`config.mk`:
```
export PLATFORM = sky130hd
export DESIGN_NAME = aux_irq_ctrl
export DESIGN_NICKNAME = d
export VERILOG_FILES = /design/src/logic/aux_irq_pkg.sv /design/src/logic/break_slot.sv /design/src/logic/aux_irq_ctrl.sv
export SDC_FILE = /design/constraint.sdc
export NUM_CORES = 1
export LEC_CHECK = 0
export BUFFER_PORTS_ARGS = -buffer_cell sky130_fd_sc_hd__clkbuf_2
export CAP_MARGIN = 20
export CORE_MARGIN = 3
export CORE_UTILIZATION = 55
export CTS_CLUSTER_DIAMETER = 150
export DETAILED_ROUTE_END_ITERATION = 10
export HOLD_SLACK_MARGIN = 0.12
export PLACE_DENSITY = 0.8
export SLEW_MARGIN = 30
export SYNTH_ARGS = -nofsm -noshare
export SYNTH_HDL_FRONTEND = slang
export SYNTH_SLANG_ARGS = --single-unit
```
`constraint.sdc`:
```
create_clock -name clk -period 4.65 [get_ports clk]
set_clock_uncertainty 0.1 [all_clocks]
set_input_delay 0.2325 -clock clk [delete_from_list [all_inputs] [get_ports clk]]
set_output_delay 0.2325 -clock clk [all_outputs]
set_load 0.02 [all_outputs]
```
`src/logic/aux_irq_pkg.sv`:
```
// Register map, field positions and reset values of the auxiliary interrupt block
package aux_irq_pkg;

   // ---------------------------------------------------------------
   // Register addresses on the special-function-register bus
   // ---------------------------------------------------------------
   localparam logic [7:0] PEND_IDX_ADDR    = 8'ha5;
   localparam logic [7:0] AUX_MASK_ADDR    = 8'ha6;
   localparam logic [7:0] AUX_STAT_ADDR    = 8'ha7;
   localparam logic [7:0] LEGACY_MASK_ADDR = 8'ha8;
   localparam logic [7:0] BRK_CTRL_ADDR    = 8'ha9;
   localparam logic [7:0] BRK_LOW_ADDR     = 8'haa;
   localparam logic [7:0] BRK_HIGH_ADDR    = 8'hab;
   localparam logic [7:0] SLOT_SEL_ADDR    = 8'h95;
   localparam logic [7:0] EXT_CTRL_ADDR    = 8'hd8;

   // ---------------------------------------------------------------
   // Reset values
   // ---------------------------------------------------------------
   localparam logic [7:0] REG_RESET  = 8'h00;
   localparam logic [7:0] READ_ZERO  = 8'h00;
   localparam logic [3:0] PEND_NONE  = 4'h0;

   // ---------------------------------------------------------------
   // Field positions
   // ---------------------------------------------------------------
   localparam int MASTER_GATE_BIT  = 7;
   localparam int BRK_HIT_BIT      = 7;
   localparam int CODE_SPACE_BIT   = 1;
   localparam int SLOT_EN_BIT      = 0;
   localparam int EXT_AUX_GATE_BIT = 4;
   localparam int LEGACY_SRC_N     = 7;

   // Auxiliary source positions, highest priority at bit 0
   localparam int SRC_DLV_BRK  = 0;
   localparam int SRC_ANALOG   = 1;
   localparam int SRC_SPI_RX   = 2;
   localparam int SRC_SPI_TX   = 3;
   localparam int SRC_MILLISECOND_TICK_FLAG     = 4;
   localparam int SRC_ADC      = 5;
   localparam int SRC_ACCUM    = 6;
   localparam int SRC_ONE_HZ   = 7;
   localparam int AUX_SRC_N    = 8;

   // Legacy source positions, equal to their enable bit
   localparam int LEG_PIN0   = 0;
   localparam int LEG_TMR0   = 1;
   localparam int LEG_PIN1   = 2;
   localparam int LEG_TMR1   = 3;
   localparam int LEG_UART0  = 4;
   localparam int LEG_TMR2   = 5;
   localparam int LEG_UART1  = 6;

endpackage

```
`src/logic/break_slot.sv`:
```
// One hardware address breakpoint slot with its sticky match flag
`timescale 1ns/10ps
module break_slot
   import aux_irq_pkg::*;
#(
   parameter int ADDR_W = 16
)(
   input  wire logic              clk,
   input  wire logic              reset,
   input  wire logic              load,
   input  wire logic              clear,
   input  wire logic              load_enable,
   input  wire logic              load_code,
   input  wire logic [ADDR_W-1:0] load_addr,
   input  wire logic [ADDR_W-1:0] code_addr,
   input  wire logic              code_valid,
   input  wire logic [ADDR_W-1:0] data_addr,
   input  wire logic              data_valid,
   output logic                   enable_q,
   output logic                   code_q,
   output logic                   hit_q
);

   logic [ADDR_W-1:0] addr_q;
   logic              match;

   // ---------------------------------------------------------------
   // Slot condition
   // ---------------------------------------------------------------
   always_ff @(posedge clk or posedge reset) begin
      if (reset) begin
         enable_q <= 1'b0;
         code_q   <= 1'b0;
         addr_q   <= '0;
      end else if (load) begin
         enable_q <= load_enable;
         code_q   <= load_code;
         addr_q   <= load_addr;
      end
   end

   // Program space when set, data space when clear
   always_comb begin
      match = 1'b0;
      if (enable_q) begin
         if (code_q) begin
            match = code_valid && (code_addr == addr_q);
         end else begin
            match = data_valid && (data_addr == addr_q);
         end
      end
   end

   // ---------------------------------------------------------------
   // Sticky match, a new match wins over a clear
   // ---------------------------------------------------------------
   always_ff @(posedge clk or posedge reset) begin
      if (reset) begin
         hit_q <= 1'b0;
      end else if (match) begin
         hit_q <= 1'b1;
      end else if (clear) begin
         hit_q <= 1'b0;
      end
   end

endmodule

```
`src/logic/aux_irq_ctrl.sv`:
```
// Auxiliary and legacy interrupt masking, status, pending index and breakpoints
`timescale 1ns/10ps
module aux_irq_ctrl
   import aux_irq_pkg::*;
#(
   parameter int SLOT_COUNT = 2,
   parameter int ADDR_W     = 16
)(
   input  wire logic              clk,
   input  wire logic              reset,
   input  wire logic [7:0]        sfr_addr,
   input  wire logic [7:0]        sfr_wdata,
   input  wire logic              sfr_wr,
   input  wire logic              sfr_rd,
   output logic [7:0]             sfr_rdata,
   input  wire logic              one_hz_tick_flag,
   input  wire logic              millisecond_tick_flag,
   input  wire logic              spi_tx_level_flag,
   input  wire logic              spi_rx_level_flag,
   input  wire logic              analog_supply_low_flag,
   input  wire logic              digital_supply_low_flag,
   input  wire logic              accum_done,
   input  wire logic              accum_lsb_read,
   input  wire logic              adc_done,
   input  wire logic              adc_lsb_read,
   input  wire logic              uart1_rx_done,
   input  wire logic              uart1_tx_done,
   input  wire logic              timer2_overflow_flag,
   input  wire logic              uart0_rx_done,
   input  wire logic              uart0_tx_done,
   input  wire logic              timer1_overflow_flag,
   input  wire logic              timer0_overflow_flag,
   input  wire logic              pin_irq1_input_n,
   input  wire logic              pin_irq0_input_n,
   input  wire logic [ADDR_W-1:0] code_addr,
   input  wire logic              code_addr_valid,
   input  wire logic [ADDR_W-1:0] data_addr,
   input  wire logic              data_addr_valid,
   output logic                   aux_irq_req,
   output logic [3:0]             aux_pending_index,
   output logic [6:0]             legacy_irq_req,
   output logic                   adc_result_hold,
   output logic                   break_hit_flag
);

   localparam int SEL_W = (SLOT_COUNT > 1) ? $clog2(SLOT_COUNT) : 1;

   // ---------------------------------------------------------------
   // Declarations
   // ---------------------------------------------------------------
   logic [7:0]            aux_mask_q;
   logic [7:0]            legacy_mask_q;
   logic [7:0]            brk_low_q;
   logic [7:0]            brk_high_q;
   logic [7:0]            slot_sel_q;
   logic [7:0]            ext_ctrl_q;
   logic                  accumulator_flag_q;
   logic                  adc_flag_q;
   logic [1:0]            pin_meta_q;
   logic [1:0]            pin_sync_q;
   logic [SLOT_COUNT-1:0] slot_en;
   logic [SLOT_COUNT-1:0] slot_code;
   logic [SLOT_COUNT-1:0] slot_hit;
   logic [SEL_W-1:0]      sel;
   logic                  wr_aux_mask;
   logic                  wr_legacy;
   logic                  wr_brk_ctrl;
   logic                  wr_brk_low;
   logic                  wr_brk_high;
   logic                  wr_slot_sel;
   logic                  wr_ext_ctrl;
   logic                  any_hit;
   logic                  sel_en;
   logic                  sel_code;
   logic [7:0]            aux_raw;
   logic [7:0]            aux_status;
   logic [3:0]            pend_idx;
   logic [6:0]            legacy_src;
   logic [7:0]            brk_ctrl_view;
   logic [7:0]            rdata_d;

   // ---------------------------------------------------------------
   // Write decode
   // ---------------------------------------------------------------
   assign wr_aux_mask = sfr_wr && (sfr_addr == AUX_MASK_ADDR);
   assign wr_legacy   = sfr_wr && (sfr_addr == LEGACY_MASK_ADDR);
   assign wr_brk_ctrl = sfr_wr && (sfr_addr == BRK_CTRL_ADDR);
   assign wr_brk_low  = sfr_wr && (sfr_addr == BRK_LOW_ADDR);
   assign wr_brk_high = sfr_wr && (sfr_addr == BRK_HIGH_ADDR);
   assign wr_slot_sel = sfr_wr && (sfr_addr == SLOT_SEL_ADDR);
   assign wr_ext_ctrl = sfr_wr && (sfr_addr == EXT_CTRL_ADDR);
   assign sel         = slot_sel_q[SEL_W-1:0];

   // ---------------------------------------------------------------
   // Mask and control registers
   // ---------------------------------------------------------------
   always_ff @(posedge clk or posedge reset) begin
      if (reset) begin
         aux_mask_q <= REG_RESET;
      end else if (wr_aux_mask) begin
         aux_mask_q <= sfr_wdata;
      end
   end

   always_ff @(posedge clk or posedge reset) begin
      if (reset) begin
         legacy_mask_q <= REG_RESET;
      end else if (wr_legacy) begin
         legacy_mask_q <= sfr_wdata;
      end
   end

   always_ff @(posedge clk or posedge reset) begin
      if (reset) begin
         ext_ctrl_q <= REG_RESET;
      end else if (wr_ext_ctrl) begin
         ext_ctrl_q <= sfr_wdata;
      end
   end

   always_ff @(posedge clk or posedge reset) begin
      if (reset) begin
         brk_low_q  <= REG_RESET;
         brk_high_q <= REG_RESET;
      end else begin
         if (wr_brk_low) begin
            brk_low_q <= sfr_wdata;
         end
         if (wr_brk_high) begin
            brk_high_q <= sfr_wdata;
         end
      end
   end

   always_ff @(posedge clk or posedge reset) begin
      if (reset) begin
         slot_sel_q <= REG_RESET;
      end else if (wr_slot_sel) begin
         slot_sel_q <= sfr_wdata;
      end
   end

   // ---------------------------------------------------------------
   // Accumulator and converter flags, an event wins over a clear
   // ---------------------------------------------------------------
   always_ff @(posedge clk or posedge reset) begin
      if (reset) begin
         accumulator_flag_q <= 1'b0;
      end else if (accum_done) begin
         accumulator_flag_q <= 1'b1;
      end else if (accum_lsb_read) begin
         accumulator_flag_q <= 1'b0;
      end
   end

   always_ff @(posedge clk or posedge reset) begin
      if (reset) begin
         adc_flag_q <= 1'b0;
      end else if (adc_done) begin
         adc_flag_q <= 1'b1;
      end else if (adc_lsb_read) begin
         adc_flag_q <= 1'b0;
      end
   end

   // Blocks the converter from loading its data register
   assign adc_result_hold = adc_flag_q;

   // ---------------------------------------------------------------
   // External interrupt pins, two-stage synchroniser
   // ---------------------------------------------------------------
   always_ff @(posedge clk or posedge reset) begin
      if (reset) begin
         pin_meta_q <= 2'h3;
         pin_sync_q <= 2'h3;
      end else begin
         pin_meta_q <= {pin_irq1_input_n, pin_irq0_input_n};
         pin_sync_q <= pin_meta_q;
      end
   end

   // ---------------------------------------------------------------
   // Breakpoint slots
   // ---------------------------------------------------------------
   generate
      for (genvar g = 0; g < SLOT_COUNT; g++) begin : g_slot
         logic chosen;
         assign chosen = (sel == SEL_W'(g));
         break_slot #(
            .ADDR_W (ADDR_W)
         ) u_slot (
            .clk         (clk),
            .reset       (reset),
            .load        (wr_brk_ctrl && chosen),
            .clear       (wr_brk_ctrl && chosen && sfr_wdata[BRK_HIT_BIT]),
            .load_enable (sfr_wdata[SLOT_EN_BIT]),
            .load_code   (sfr_wdata[CODE_SPACE_BIT]),
            .load_addr   (ADDR_W'({brk_high_q, brk_low_q})),
            .code_addr   (code_addr),
            .code_valid  (code_addr_valid),
            .data_addr   (data_addr),
            .data_valid  (data_addr_valid),
            .enable_q    (slot_en[g]),
            .code_q      (slot_code[g]),
            .hit_q       (slot_hit[g])
         );
      end
   endgenerate

   assign any_hit  = |slot_hit;
   assign sel_en   = slot_en[sel];
   assign sel_code = slot_code[sel];

   always_comb begin
      brk_ctrl_view                 = READ_ZERO;
      brk_ctrl_view[BRK_HIT_BIT]    = any_hit;
      brk_ctrl_view[CODE_SPACE_BIT] = sel_code;
      brk_ctrl_view[SLOT_EN_BIT]    = sel_en;
   end

   // ---------------------------------------------------------------
   // Auxiliary sources, status and pending index
   // ---------------------------------------------------------------
   always_comb begin
      aux_raw              = READ_ZERO;
      aux_raw[SRC_ONE_HZ]  = one_hz_tick_flag;
      aux_raw[SRC_ACCUM]   = accumulator_flag_q;
      aux_raw[SRC_ADC]     = adc_flag_q;
      aux_raw[SRC_MILLISECOND_TICK_FLAG]    = millisecond_tick_flag;
      aux_raw[SRC_SPI_TX]  = spi_tx_level_flag;
      aux_raw[SRC_SPI_RX]  = spi_rx_level_flag;
      aux_raw[SRC_ANALOG]  = analog_supply_low_flag;
      aux_raw[SRC_DLV_BRK] = digital_supply_low_flag || any_hit;
   end

   assign aux_status = aux_raw & aux_mask_q;

   // Lowest bit wins; code is bit position plus one
   always_comb begin
      pend_idx = PEND_NONE;
      for (int i = AUX_SRC_N - 1; i >= 0; i--) begin
         if (aux_status[i]) begin
            pend_idx = 4'(i + 1);
         end
      end
   end

   always_ff @(posedge clk or posedge reset) begin
      if (reset) begin
         aux_pending_index <= PEND_NONE;
         aux_irq_req       <= 1'b0;
      end else begin
         aux_pending_index <= pend_idx;
         aux_irq_req       <= ext_ctrl_q[EXT_AUX_GATE_BIT] && (|aux_status);
      end
   end

   // ---------------------------------------------------------------
   // Legacy sources
   // ---------------------------------------------------------------
   always_comb begin
      legacy_src            = '0;
      legacy_src[LEG_PIN0]  = !pin_sync_q[0];
      legacy_src[LEG_TMR0]  = timer0_overflow_flag;
      legacy_src[LEG_PIN1]  = !pin_sync_q[1];
      legacy_src[LEG_TMR1]  = timer1_overflow_flag;
      legacy_src[LEG_UART0] = uart0_rx_done || uart0_tx_done;
      legacy_src[LEG_TMR2]  = timer2_overflow_flag;
      legacy_src[LEG_UART1] = uart1_rx_done || uart1_tx_done;
   end

   always_ff @(posedge clk or posedge reset) begin
      if (reset) begin
         legacy_irq_req <= '0;
      end else if (legacy_mask_q[MASTER_GATE_BIT]) begin
         legacy_irq_req <= legacy_src & legacy_mask_q[LEGACY_SRC_N-1:0];
      end else begin
         legacy_irq_req <= '0;
      end
   end

   always_ff @(posedge clk or posedge reset) begin
      if (reset) begin
         break_hit_flag <= 1'b0;
      end else begin
         break_hit_flag <= any_hit;
      end
   end

   // ---------------------------------------------------------------
   // Read data, registered on the read strobe
   // ---------------------------------------------------------------
   always_comb begin
      unique case (sfr_addr)
         PEND_IDX_ADDR:    rdata_d = {4'h0, pend_idx};
         AUX_MASK_ADDR:    rdata_d = aux_raw;
         AUX_STAT_ADDR:    rdata_d = aux_status;
         LEGACY_MASK_ADDR: rdata_d = legacy_mask_q;
         BRK_CTRL_ADDR:    rdata_d = brk_ctrl_view;
         BRK_LOW_ADDR:     rdata_d = brk_low_q;
         BRK_HIGH_ADDR:    rdata_d = brk_high_q;
         SLOT_SEL_ADDR:    rdata_d = slot_sel_q;
         EXT_CTRL_ADDR:    rdata_d = ext_ctrl_q;
         default:          rdata_d = READ_ZERO;
      endcase
   end

   always_ff @(posedge clk or posedge reset) begin
      if (reset) begin
         sfr_rdata <= READ_ZERO;
      end else if (sfr_rd) begin
         sfr_rdata <= rdata_d;
      end
   end

endmodule

```
# == After elaboration in Yosys (flattened, before gate mapping) ==
# Index checks and enable logic that the tools add are counted.
# totals
in_bits,73
regBits,113
# op_classes
mux,26
n_eq_ne,13
magnitude_cmp,1
bitwise_logic,3
reduce_logical,27
# op_table
operator,n
$eq 8x8->1 const B,9
$pmux 8 s9,1
$eq 16x16->1,4
$mux 4,8
$logic_and 1x1->1,16
$mux 1,16
$and 8x8->8,1
$reduce_bool 2->1,4
$reduce_or 8->1,1
$and 7x7->7,1
$mux 7,1
$logic_or 1x1->1,3
$logic_not 1->1,2
$lt 1x2->1 const B,1
$reduce_or 2->1,1
$not 1->1,1

# == Longest topological paths before layout ==
# Gate-level depths: netlist of the first run.
# depth
ltp_word,12
ltp_mapped,7

# == By module ==
# From an unflattened synthesis of the first run, not the netlist that was laid out.
# hier_totals
cells_unflattened,443
hier_area_um2,5544.1
# by_module_without_submodules
mod,cells_per_inst,instances,area_per_inst_um2
aux_irq_ctrl,269,1,3422.0
break_slot,87,2,1061.0

# == Worst setup path before layout of the first run ==
# OpenSTA, ideal clock, no wires.
# synth_timing
kind,reg2reg
startpoint,register slot_sel_q[0]
endpoint,register sfr_rdata[1]
setup_time_ps,146
required_ps,4404
stages_incl_launch_ff,6
setup_slack_ps,2797
t_arrival_ps,1607
path_cell_list,dfrtp_1 > clkbuf_1 > mux2_2 > mux4_2 > a22oi_1 > a32oi_1
# synth_via
elab_chain_len,3
# synth_rtl
item,line_no,text
"start, declared",aux_irq_ctrl.sv:55,logic [7:0] slot_sel_q;
"start signal, assigned",aux_irq_ctrl.sv:139,slot_sel_q <= sfr_wdata;
$mux 1 (not written as such) (2 in series),aux_irq_ctrl.sv:212,assign sel_code = slot_code[sel];
$pmux 8 s9,aux_irq_ctrl.sv:294,unique case (sfr_addr)
"end signal, assigned",aux_irq_ctrl.sv:312,sfr_rdata <= rdata_d;
"end, declared",aux_irq_ctrl.sv:15,"output logic [7:0] sfr_rdata,"
# Every way passes these cells. The select of a mux whose other input is x is not followed.
# A chain may end at the register's enable or synchronous reset.

# == Worst setup path after layout of the first run ==
# layout_timing
startpoint,register g_slot[1].u_slot.addr_q[11]
endpoint,register g_slot[1].u_slot.hit_q
# layout_via
elab_chain_len,5
word_cells_on_any_way,8
cone_classes,eq/ne (2); mux (3); reduce/logical (3)
# layout_rtl
item,line_no,text
"start, declared",break_slot.sv:24,logic [ADDR_W-1:0] addr_q;
"start signal, assigned",break_slot.sv:38,addr_q <= load_addr;
"$eq 16x16->1, on equally long branches","break_slot.sv:49, break_slot.sv:47",
"$logic_and 1x1->1, on equally long branches","break_slot.sv:49, break_slot.sv:47",
$mux 1 (*),break_slot.sv:46,if (code_q) begin
$mux 1 (*),break_slot.sv:45,if (enable_q) begin
$mux 1 or $reduce_bool 2->1 (tied branches),-,
"end signal, assigned",break_slot.sv:59,hit_q <= 1'b0;
"end signal, assigned",break_slot.sv:61,hit_q <= 1'b1;
"end signal, assigned",break_slot.sv:63,hit_q <= 1'b0;
"end, declared",break_slot.sv:21,output logic hit_q
# Mark *: on every way between the ends. The rest lies on a longest branch, timed or not.

==> flow_results.org, run 1 <==
** Outcome
- Outcome :: completed

** Finish
- Final standard cell count with taps included and fillers excluded :: 736
- After routing the design area is 7240 um^2.
- The number of antenna diodes in the final layout is 0.
- Layout overhead on the synthesized area :: 26.8%
- Share of post-route cells with drive strength above 1 :: 0.353
- For this run, the post-layout net count is 663.

** STA
- Final worst path period share :: 0.577
- Setup repair after global routing missed its margin :: false
- The total count of max-transition violations in the final report is 0.
- Based on the critical path, the design can be clocked at up to 0.373 GHz.
- For the pin with the worst max-slew slack, the measured transition is 0.881 ns.
- In the final timing run, aggregate negative setup slack is 0 ns.
- Headroom to the max-slew limit came out at 0.411.
- Tmin final :: 2.68 ns
- Final setup vio count :: 0
- Least setup slack across all paths after layout :: 1.97 ns
- Final hold violation count :: 0

** CTS
- Gates resized during post-CTS repair numbered 0.
- Buffer depth of the longest clock path :: 2
- TritonCTS clock tree :: done
- Clock tree root driver cell :: sky130_fd_sc_hd__clkbuf_8
- Counting the buffers created by CTS gives 17.
- Post-CTS timing repair inserted 0 buffers for setup.
- Clock transition at the register clock pins on the worst setup and hold paths after CTS :: 0.06 ns
- The H-tree was split into 4 levels.
- Insertion delay of the later-clocked pin in the worst-skew pair :: 0.52 ns
- For this design, the CTS-stage hold fixing added 35 buffers.
- Total clock sinks :: 113

** Power
- Power Total :: 2.58 mW
- In this run the static leakage power is 3.37 nW.
- Across the VDD grid, the largest voltage drop is 0.248 mV.
- In this run the power density over the cells is 357 nW/um^2.

** Setup path
- Master of the slowest instance on the critical path :: sky130_fd_sc_hd__dlygate4sd3_1
- The worst setup path is of the register to register kind.
- On the worst path, the slowest cell contributes a delay of 0.58 ns.
- Critical Path Source :: g_slot[1].u_slot.addr_q[11]
- The worst setup path is launched from a register.
- The worst register-to-register path begins at g_slot[1].u_slot.addr_q[11].
- Measured in cells, the most critical reg-to-reg path has a length of 7.
- At the worst endpoint, the arrival time is 3.04 ns.
- Worst-path cell chain :: xnor2_1 > nand4_1 > nor4_1 > nand4_1 > dlygate4sd3_1 > nand3_1 > dlygate4sd3_1
- The worst setup path is captured at a register.
- In this run the critical register-to-register path is captured at g_slot[1].u_slot.hit_q.
- FF-to-FF setup slack :: 1.97 ns
- Critical-path maximum fanout :: 3
- Destination of the critical timing path :: g_slot[1].u_slot.hit_q
- STA puts the critical path data required time at 5.00 ns.

** Floorplanning
- Area of the die :: 11600 um^2
- Pin placement for this block handled 95 I/O pins.
- Die X :: 108 um
- Effective utilization at floorplan :: 0.574
- The region available for standard cell placement spans 9950 um^2.
- Number of core rows :: 36
- The floorplan step set the die height to 108 um.

** Run
- Number of max-capacitance violations reported :: 0

** Logic synthesis
- Number of standard cells after synthesis :: 454
- For this run, the register share of the synthesized area comes to 0.496.
- Share of flip-flops with an asynchronous set or reset after synthesis :: 1.00
- Counting flops with a built-in enable in the synthesized netlist gives 0.
- The commonest cells after synthesis are 109 x sky130_fd_sc_hd__dfrtp_1, 64 x sky130_fd_sc_hd__xnor2_1, 45 x sky130_fd_sc_hd__mux2_2.
- Of the post-synthesis cell area, the dominant cell type holds 0.478.
- Dividing the synthesized area by the synthesized cell count gives 12.6 um^2.
- Largest area contributor in the synthesized netlist :: sky130_fd_sc_hd__dfrtp_1
- Combined area of all synthesized cells :: 5710 um^2
- When the netlist entered floorplanning its net count stood at 527.
- Dominant cell by count in the synthesized netlist :: sky130_fd_sc_hd__dfrtp_1
- By area the synthesized netlist is led by sky130_fd_sc_hd__dfrtp_1 48%, sky130_fd_sc_hd__xnor2_1 9.8%, sky130_fd_sc_hd__mux2_2 8.9%.
- In this run, synthesis produced a sequential element count of 113.
- Among all flip-flop cells after synthesis, the most frequent one is sky130_fd_sc_hd__dfrtp_1.
- Synthesis instantiated 63 different standard cells from the library.
- During synthesis, Yosys emitted a total of 0 warnings.

** Drt
- In this run the remaining antenna-violating nets after routing total 0.
- # DRC :: 0
- Routed via count divided by cell count :: 6.12
- DR WL/cell :: 21.5 um
- The routed layout has 4503 vias.
- First-pass detailed-route iteration total :: 5
- The final layout contains routed wiring with a total length of 15.8 mm.
- Number of violations reported at the end of detailed-routing iteration 0 :: 389

** Global route
- The initial antenna violation count was 0.
- The number of global-route vias before repair came to 4519.
- Largest net degree at the start of global routing :: 82
- Wire length of the first global-routing pass :: 24.5 mm
- Gr usage total :: 0.284
- Global route total overflow :: 0

** Placed design
- After detailed placement, the total cell area comes to 6270 um^2.
- Once placement completed, the tool counted placed cells totaling 669.
- Routability-driven placement finished with a final weighted congestion of 0.999.
- Final HPWL from detailed placement :: 11.3 mm
- Before CTS, the worst setup slack after placement is 2.26 ns.
- Input and output buffers added on the ports amount to 94.

** Min path
- Path type of the worst min-delay path :: primary input to register
- The startpoint identified for the worst hold timing path is sfr_wr.
-- flip-flops by register name, indices dropped and copies added (netlist names) --
name,flops
legacy_irq_req,7
aux_mask_q,8
legacy_mask_q,8
g_slot.u_slot.enable_q,2
brk_high_q,8
pin_meta_q,2
brk_low_q,8
g_slot.u_slot.hit_q,2
g_slot.u_slot.addr_q,32
accumulator_flag_q,1
break_hit_flag,1
adc_result_hold,1
g_slot.u_slot.code_q,2
aux_pending_index,4
pin_sync_q,2
aux_irq_req,1
slot_sel_q,8
sfr_rdata,8
ext_ctrl_q,8
-- per-layer routing --
layer | routed length [um] | vias up | track usage
li1 | - | 1948 | -
met1 | 6560 | 2218 | 0.373
met2 | 7250 | 273 | 0.444
met3 | 1330 | 64 | 0.0726
met4 | 709 | 0 | 0.125
met5 | 0 | - | 0
-- critical path, delay by kind of cell (launching register included) --
kind          cells  cell delay, ns
buf+inv           2            1.13
xor+xnor          1            0.21
simple gates      4            0.76
flops             1            0.44
-- worst min-delay path by stage --
stage               slack, ns  depth (start not counted)             to
floorplan                0.14                          0  pin_meta_q[0]
global placement         0.22                          1  pin_meta_q[1]
detailed placement       0.22                          1  pin_meta_q[0]
CTS                      0.17                          3  slot_sel_q[7]
global route             0.20                          3  slot_sel_q[7]
finish                   0.19                          3  slot_sel_q[7]
-- kinds of logic (layout without fill, tap and decap cells) --
family / Yosys count / after routing / share of synthesized area
and+or+nand+nor: 104 / 104 / 0.115
muxes: 82 / 82 / 0.177
buffers and inverters: 25 / 174 / 0.0232
AOI/OAI and AO/OA: 66 / 66 / 0.0907
xor gates and xnor gates: 64 / 64 / 0.0982
DFF: 113 / 113 / 0.496
-- report_power, final --
group          leakage (nW)  internal, mW  total [mW]  switching [mW]
Clock                 0.294         0.855        1.34           0.484
Combinational          1.52        0.0914       0.203           0.111
Sequential             1.55          1.01        1.04          0.0297
-- metrics by stage --
step	hold WS, ns	util
3_3_place_gp	0.220	0.630
2_1_floorplan	0.137	-
4_1_cts	0.170	0.727
3_5_place_dp	0.222	0.630
5_1_grt	0.200	0.727
6_report	0.189	0.727
-- final cells by class --
cell class / instances / area, um^2
sequential: 113 / 2830
multi-input combinational: 316 / 2750
fill: 693 / 2710
timing repair buffer: 130 / 828
clock buffer: 19 / 442
clock inverter: 13 / 176
tap: 133 / 166
inverter: 12 / 50.0
-- layout by cell type, fill, tap and decap left out, types with 4 or more instances in the layout --
master	Yosys	layout
sky130_fd_sc_hd__dfrtp_1	109	109
sky130_fd_sc_hd__clkbuf_2	0	94
sky130_fd_sc_hd__xnor2_1	64	64
sky130_fd_sc_hd__mux2_2	45	45
sky130_fd_sc_hd__dlygate4sd3_1	0	35
sky130_fd_sc_hd__nand2_1	23	23
sky130_fd_sc_hd__nand4_1	19	19
sky130_fd_sc_hd__mux2_4	17	17
sky130_fd_sc_hd__mux2_1	17	17
sky130_fd_sc_hd__clkbuf_16	0	16
sky130_fd_sc_hd__nor2_1	12	12
sky130_fd_sc_hd__inv_1	12	11
sky130_fd_sc_hd__o21ai_0	11	11
sky130_fd_sc_hd__a22oi_1	9	9
sky130_fd_sc_hd__a22o_1	7	7
sky130_fd_sc_hd__nand2b_1	5	5
sky130_fd_sc_hd__and3_1	5	5
sky130_fd_sc_hd__nor4_1	5	5
sky130_fd_sc_hd__nand3_1	5	5
sky130_fd_sc_hd__a32oi_1	5	5
sky130_fd_sc_hd__o22ai_1	5	5
sky130_fd_sc_hd__nor2b_1	4	4
sky130_fd_sc_hd__inv_6	0	4
sky130_fd_sc_hd__dfstp_2	4	4
Power figures use the tool's default switching activity.
==> run 2: changes to the inputs <==
- clock period: 4.65 -> 2.8 ns (I/O delays scaled with it)
==> run 2 against run 1 <==
Compared with the run above:
- via count decreased by 0.84%
- global-route usage rose by 1.1 points
- critical path type unchanged
- largest power group unchanged
- hold slack worse by 0.046 ns
- critical endpoint unchanged
- worst setup slack worse by 1.8 ns
- count of clock-buffer cells in the layout is 2 higher
- non-clock buffer count rose by 13
- first-iteration DRC count up 24%
- maximum frequency increased by 1.0%
==> flow_results.org, run 2 (synthesized netlist as in run 1, its figures left out) <==
** Outcome
- Outcome :: completed

** Run
- The count of maximum capacitance violations came to 0 (unchanged).

** Setup path
- The largest individual stage delay along the critical path comes from the cell sky130_fd_sc_hd__dlygate4sd3_1.
- Worst-case reg-to-reg path depth :: 7 (unchanged)
- The longest individual stage delay on the worst path is 0.57 ns (about the same).
- The worst-case register-to-register setup slack came to 0.14 ns (-1.82 ns).
- Setup Crit Path Kind :: register to register
- In this run the critical register-to-register path is captured at g_slot[1].u_slot.hit_q.
- The arrival time of data at the critical path endpoint was 3.01 ns (-0.03 ns).
- STA classifies the critical path startpoint as a register.
- Worst endpoint required time :: 3.16 ns (-1.84 ns)
- The peak fanout along the critical path came to 3 (unchanged).
- STA classifies the critical path endpoint as a register.
- Traced cell by cell, the critical path runs through xnor2_1 > nand4_1 > nor4_2 > nand4_1 > dlygate4sd3_1 > nand3_1 > dlygate4sd3_1.
- Startpoint of the worst-slack reg-to-reg timing path :: g_slot[1].u_slot.addr_q[3]

** Global route
- The met2 usage is 0.452 (+0.00799).
- Antenna violations before repair :: 0 (unchanged)
- Met3 Resource Use GR :: 0.0564 (-0.0162)
- The overflow left after global routing came to 0 (unchanged).
- Largest net degree at the start of global routing :: 114 (+39%)
- The global routing stage identified its most utilized layer as met2.
- The total routing usage reported by global routing is 0.294 (+0.0107).
- Wire length of the first global-routing pass :: 25.3 mm (+3.0%)
- The number of global-route vias before repair was 4646 (+2.8%).
- Routing usage on met1 :: 0.391 (+0.0179)

** Min path
- Path type of the worst min-delay path :: primary input to register
- For hold timing, the worst endpoint is slot_sel_q[7].
- The cell count of the worst hold path is 5 (+2).
- The startpoint identified for the worst hold timing path is sfr_addr[6].

** Drt
- DR WL/cell :: 21.6 um (+0.47%)
- The remaining routing DRC violations is 0 (unchanged).
- Number of violations reported at the end of detailed-routing iteration 0 :: 481 (+24%)
- Final wirelength :: 16.2 mm (+2.1%)
- Antenna viol nets, final :: 0 (unchanged)
- The number of detailed-routing iterations run before antenna repair was 5 (unchanged).
- The total number of vias is 4465 (-0.84%).
- Routed via count divided by cell count :: 5.97 (-2.4%)

** Power
- LEAKAGE :: 3.43 nW (+1.8%)
- Combinational cell fraction of total power :: 0.084 (+0.006)
- The worst-case vdd ir drop was 0.424 mV (+71%).
- Power Dens Cells :: 568 nW/um^2 (+59%)
- The net switching power of the design came to 0.977 mW (+56%).
- The power share of the sequential group was 0.415 (+0.012).
- Internal portion of total power :: 3.19 mW (+63%)
- The clock group share of total power is 0.501 (-0.017).
- Switching portion of total power :: 0.234 (-0.00749)

** STA
- The final setup TNS was 0 ns (unchanged).
- The measured slew at the worst slew-check pin is 0.640 ns (-0.240 ns).
- The final count of hold timing violations came to 0 (unchanged).
- The upper clock frequency limit was 0.376 GHz (+1.0%).
- The post-route minimum period was 2.66 ns (-0.0268 ns).
- Setup repair after global routing left no endpoint under its margin.
- The setup-violating endpoint count in the final report was 0 (unchanged).
- Fin. max-slew vios :: 0 (unchanged)
- The post-route fraction of the period consumed by the critical path is 0.949 (+0.372).
- The worst-case headroom to the max-slew limit was 0.570 (+0.159).

** Floorplanning
- Die X :: 108 um (unchanged)
- Effective utilization at floorplan :: 0.574 (unchanged)
- The placeable core area came to 9950 um^2 (unchanged).
- The full die area came to 11600 um^2 (unchanged).
- The top-level port count is 95 (unchanged).
- The vertical die dimension came to 108 um (unchanged).
- The number of cell rows was 36 (unchanged).

** Finish
- The number of flip-flops under the largest register name came to 32 (unchanged).
- Final Instance Area :: 7340 um^2 (+1.4%)
- Share of post-route cells with drive strength above 1 :: 0.351 (-0.00201)
- Relative to the synthesized area, the layout overhead comes to 28.5%.
- The antenna diode count was 0 (unchanged).
- Fin util :: 0.737 (+0.0101)
- Counting flops per register, the top entry is g_slot.u_slot.addr_q.
- Most common cell after layout, fill and taps aside :: sky130_fd_sc_hd__dfrtp_1
- Commonest non-fill, non-tap cells in the layout :: 109 x sky130_fd_sc_hd__dfrtp_1, 94 x sky130_fd_sc_hd__clkbuf_2, 64 x sky130_fd_sc_hd__xnor2_1
- The number of nets at the end of the flow was 676 (+2.0%).

** CTS
- The cell sitting at the root of the clock tree is a sky130_fd_sc_hd__clkbuf_8.
- Number of buffers inserted during clock tree synthesis :: 17 (unchanged)
- The number of H-tree branching levels is 4 (unchanged).
- TritonCTS built the clock tree.
- The maximum buffer depth of the clock tree came to 2 (unchanged).
- The total clock sinks came to 113 (unchanged).
- The clock-pin slew on the worst setup and hold paths is 0.06 ns (about the same).
- Setup repair bufs after CTS :: 0 (unchanged)
- The clock latency at the later pin of the worst-skew pair is 0.52 ns (about the same).

** Placed design
- The global placer's final weighted congestion was 1.02 (+1.9%).
- The number of buffers added on ports came to 94 (unchanged).
- Final HPWL from detailed placement :: 11.2 mm (-0.68%)
- Placed cell areas :: 6310 um^2 (+0.58%)
## run 2: cell count changes in the layout (fill, tap and decap cells not counted)
cell,before,now
sky130_fd_sc_hd__clkinv_4,3,1
sky130_fd_sc_hd__inv_6,4,0
sky130_fd_sc_hd__buf_4,1,3
sky130_fd_sc_hd__nor4_2,0,1
sky130_fd_sc_hd__dlygate4sd3_1,35,45
sky130_fd_sc_hd__bufinv_16,3,2
sky130_fd_sc_hd__buf_12,0,1
sky130_fd_sc_hd__inv_8,1,0
sky130_fd_sc_hd__nor4_1,5,4
sky130_fd_sc_hd__clkinv_2,0,5
sky130_fd_sc_hd__clkbuf_8,3,5
## run 2: final cells by class
cell class	count	area (um^2)
inverter	12	48.8
sequential	113	2830
multi-input combinational	316	2750
tap	133	166
fill	656	2610
timing repair buffer	143	963
clock buffer	21	469
clock inverter	10	109
## run 2: metal layers
metal / routed length, um / part of all wire
met1: 6780 / 0.42
met5: 0 / 0
met4: 826 / 0.051
met3: 1100 / 0.068
met2: 7470 / 0.46
## run 2: worst max path at each step
stage | from | end | slack [ns] | depth (start not counted)
floorplan | slot_sel_q[0] | sfr_rdata[1] | 0.95 | 5
CTS | g_slot[1].u_slot.addr_q[3] | g_slot[1].u_slot.hit_q | 0.11 | 7
global placement | sfr_addr[4] | aux_mask_q[6] | 0.75 | 5
finish | g_slot[1].u_slot.addr_q[3] | g_slot[1].u_slot.hit_q | 0.14 | 7
detailed placement | sfr_addr[4] | aux_mask_q[7] | 0.72 | 5
global route | g_slot[1].u_slot.addr_q[3] | g_slot[1].u_slot.hit_q | 0.07 | 7
## run 2: worst max-delay path, delay by kind of cell (launching register included)
family | cells | cell delay [ns]
simple gates | 4 | 0.75
buf+inv | 2 | 1.13
xor+xnor | 1 | 0.21
flops | 1 | 0.41
## run 2: stage by stage
stage | total power, mW | setup WS [ns] | hold WS, ns | std cells
CTS | 4.18 | 0.108 | 0.133 | 748
detailed placement | 2.06 | 0.724 | 0.129 | 672
floorplan | 1.90 | 0.947 | 0.0445 | 454
global placement | 2.05 | 0.754 | 0.128 | 672
finish | 4.17 | 0.144 | 0.143 | 748
global route | 4.29 | 0.0668 | 0.157 | 748
## run 2: power by group through the flow
stage | clock network (mW) | registers (mW) | logic, mW
finish | 2.09 | 1.73 | 0.351
global route | 2.18 | 1.74 | 0.376
CTS | 2.10 | 1.73 | 0.345
detailed placement | 0 | 1.76 | 0.300
global placement | 0 | 1.75 | 0.291
floorplan | 0 | 1.74 | 0.161
## run 2: timing repair
action | CTS | global route
setup endpoints to repair | 0 | 1
resized for setup | 0 | 1
hold endpoints to repair | 189 | 0
hold buffers | 45 | 0
==> run 3: changes to the inputs <==
--- a/config.mk
+++ b/config.mk
@@ -15,2 +15,3 @@
 export PLACE_DENSITY = 0.8
+export SKIP_LAST_GASP = 1
 export SLEW_MARGIN = 30
==> constraint.sdc (replaced) <==
create_clock -name clk -period 2.8 [get_ports clk]
set_clock_uncertainty 0.1 [all_clocks]
set_input_delay 0.7 -clock clk [delete_from_list [all_inputs] [get_ports clk]]
set_output_delay 0.7 -clock clk [all_outputs]
set_load 0.02 [all_outputs]
==> run 3 against run 2 <==
Compared with the run above:
- hold slack better by 0.015 ns
- combinational power is 13% lower
- critical path depth is 1 lower
- sequential share of layout area is 2.5 points higher
- clock power is 4% lower
- global-route usage is 2.3 points lower
- largest cell class unchanged
- register-to-register slack better by 0.58 ns
- highest routed layer unchanged
- routed wire length is 7.8% lower
- cell count is 5.3% lower
- maximum frequency is 26% higher
- critical endpoint is now sfr_rdata[0]
- sequential cell count stayed put
- core utilization is 4.5 points lower
==> flow_results.org, run 3 (synthesized netlist as in run 1, its figures left out) <==
** Finish
- Ant. Diodes :: 0 (unchanged)
- The number of nets at the end of the flow was 635 (-6.1%).
- The share of final-layout standard cells stronger than drive strength 1 was 0.376 (+0.0244).
- From synthesis to final layout, the design area changed by 20.7%.
- The storage element area was 2830 um^2 (unchanged).
- Number of fill cells :: 735 (+12%)
- Commonest non-fill, non-tap cells in the layout :: 109 x sky130_fd_sc_hd__dfrtp_1, 94 x sky130_fd_sc_hd__clkbuf_2, 64 x sky130_fd_sc_hd__xnor2_1
- Final standard cell count with taps included and fillers excluded :: 708 (-5.3%)
- Register bank with the most flops :: g_slot.u_slot.addr_q
- The number of flip-flops under the largest register name came to 32 (unchanged).
- Area taken by multi-input logic gates :: 2750 um^2 (-0.23%)
- Leaving out fill and tap cells, the most frequent cell in the layout is sky130_fd_sc_hd__dfrtp_1.

** CTS
- TritonCTS built the clock tree.
- Number of buffers inserted by hold repair at cts :: 0 (-100%)
- Setup repair bufs after CTS :: 0 (unchanged)
- Clock tree synthesis selected as its root buffer the cell sky130_fd_sc_hd__clkbuf_8.
- Insertion delay of the later-clocked pin in the worst-skew pair :: 0.52 ns (about the same)
- The total of cells resized after clock tree synthesis was 0 (unchanged).
- Buffer depth of the longest clock path :: 2 (unchanged)
- The total clock sinks is 113 (unchanged).
- The number of H-tree branching levels is 4 (unchanged).
- Number of buffers inserted during clock tree synthesis :: 17 (unchanged)
- Clock transition at the register clock pins on the worst setup and hold paths after CTS :: 0.06 ns (about the same)

** Min path
- The cell count of the worst hold path came to 1 (-4).
- The worst hold path belongs to the class primary input to register.
- Worst min-delay path endpoint :: pin_meta_q[1]
- The worst hold path begins at pin_irq1_input_n.

** Setup path
- STA classifies the critical path endpoint as a register.
- FF-to-FF setup slack :: 0.72 ns (+0.58 ns)
- Critical-path maximum fanout :: 15 (+12)
- Destination of the worst register-to-register timing path :: sfr_rdata[1]
- Setup Crit Path Kind :: primary input to register
- The worst setup path is launched from a primary input.
- The arrival time of data at the critical path endpoint was 2.41 ns (-0.60 ns).
- The cell count of the worst reg-to-reg path is 4 (-3).
- Startpoint of the worst-slack reg-to-reg timing path :: slot_sel_q[0]
- The critical path data required time is 3.11 ns (-0.05 ns).

** Placed design
- Final HPWL from detailed placement :: 11.2 mm (about the same)
- Routability cong. :: 1.00 (-1.7%)
- The number of buffers added on ports was 94 (unchanged).
- Number of placed instances with taps included :: 676 (+0.60%)

** STA
- The final count of hold timing violations came to 0 (unchanged).
- Setup repair after global routing missed its margin :: false
- Fin. max-slew vios :: 0 (unchanged)
- Final worst path period share :: 0.751 (-0.198)
- The upper clock frequency limit was 0.475 GHz (+26%).
- The worst-case headroom to the max-slew limit is 0.604 (+0.0338).
- Hold Slack :: 0.157 ns (+0.0147 ns)
- The setup-violating endpoint count in the final report was 0 (unchanged).
- The measured slew at the worst slew-check pin was 0.592 ns (-0.0480 ns).
- The final setup TNS is 0 ns (unchanged).
- The post-route minimum period is 2.10 ns (-0.553 ns).

** Floorplanning
- The number of cell rows is 36 (unchanged).
- Effective utilization at floorplan :: 0.574 (unchanged)
- The die outline width was 108 um (unchanged).
- Number of primary I/O pins :: 95 (unchanged)
- Height of the chip :: 108 um (unchanged)
- Area of the die :: 11600 um^2 (unchanged)
- The placeable core area was 9950 um^2 (unchanged).

** Global route
- Largest net degree at the start of global routing :: 75 (-34%)
- The total routing usage reported by global routing is 0.271 (-0.0234).
- The first-pass GRT wire length was 23.5 mm (-6.9%).
- The overflow left after global routing came to 0 (unchanged).
- Antenna violations before repair :: 0 (unchanged)
- The number of global-route vias before repair was 4362 (-6.1%).

** Drt
- The total length of routed wires was 14.9 mm (-7.8%).
- Routed via count divided by cell count :: 6.00 (+0.54%)
- The remaining routing DRC violations was 0 (unchanged).
- First-pass detailed-route iteration total :: 5 (unchanged)
- The count of antenna-violating nets left after detailed routing was 0 (unchanged).
- The mean routed wirelength per cell was 21.1 um (-2.6%).
- Total number of vias :: 4249 (-4.8%)
- Number of violations reported at the end of detailed-routing iteration 0 :: 435 (-9.6%)

** Power
- The leakage power is 3.22 nW (-6.0%).
- Peak supply drop :: 0.377 mV (-11%)
- Power Dens Cells :: 585 nW/um^2 (+3.0%)

** Outcome
- The flow ran to the end, and the final reports show no timing, DRC or antenna violations.

** Run
- The count of maximum capacitance violations was 0 (unchanged).
-- run 3: worst max-delay path by stage --
stage | from | to | slack (ns) | cells after the start
after floorplan | sfr_addr[4] | g_slot[0].u_slot.addr_q[0] | 0.48 | 6
after global routing | sfr_addr[4] | sfr_rdata[0] | 0.61 | 6
after detailed placement | sfr_addr[4] | g_slot[1].u_slot.addr_q[7] | 0.19 | 5
after global placement | sfr_addr[4] | g_slot[1].u_slot.addr_q[8] | 0.24 | 5
final | sfr_addr[7] | sfr_rdata[0] | 0.70 | 6
after CTS | sfr_addr[4] | sfr_rdata[0] | 0.73 | 6
-- run 3: layout make-up --
| cell class | count | area share |
|---|---|---|
| Sequential cell | 113 | 0.411 |
| Multi-Input combinational cell | 316 | 0.398 |
| Tap cell | 133 | 0.0241 |
| Clock inverter | 11 | 0.0169 |
| Clock buffer | 21 | 0.0623 |
| Timing Repair Buffer | 102 | 0.0806 |
| Inverter | 12 | 0.00708 |
-- run 3: worst max-delay path, cell delays in order --
cell and delay [ns]:
sky130_fd_sc_hd__clkbuf_2 0.09, sky130_fd_sc_hd__and4bb_1 0.34, sky130_fd_sc_hd__and2_4 0.27, sky130_fd_sc_hd__o41ai_4 0.64, sky130_fd_sc_hd__a41oi_2 0.07, sky130_fd_sc_hd__a311o_1 0.29
-- run 3: per-stage QoR --
stage	utilization	worst slack, ns	instance area, um^2	total power [mW]
6_report	0.693	0.697	6890	4.03
5_1_grt	0.693	0.613	6890	4.17
4_1_cts	0.693	0.730	6890	4.05
3_5_place_dp	0.638	0.188	6350	2.06
3_3_place_gp	0.638	0.236	6350	2.05
2_1_floorplan	-	0.484	5710	1.90
-- run 3: power breakdown --
group	internal [mW]	switching [mW]	leakage [nW]
Combinational	0.130	0.175	1.41
Sequential	1.68	0.0467	1.55
Clock	1.26	0.743	0.261
-- run 3: layer usage --
metal,routed length (um),global-route usage,share of wire,vias to the layer above
met1,6500,0.382,0.44,2090
met2,6730,0.402,0.45,225
met5,0,0,0,-
met4,565,0.120,0.038,0
li1,-,-,-,1889
met3,1130,0.0594,0.075,45
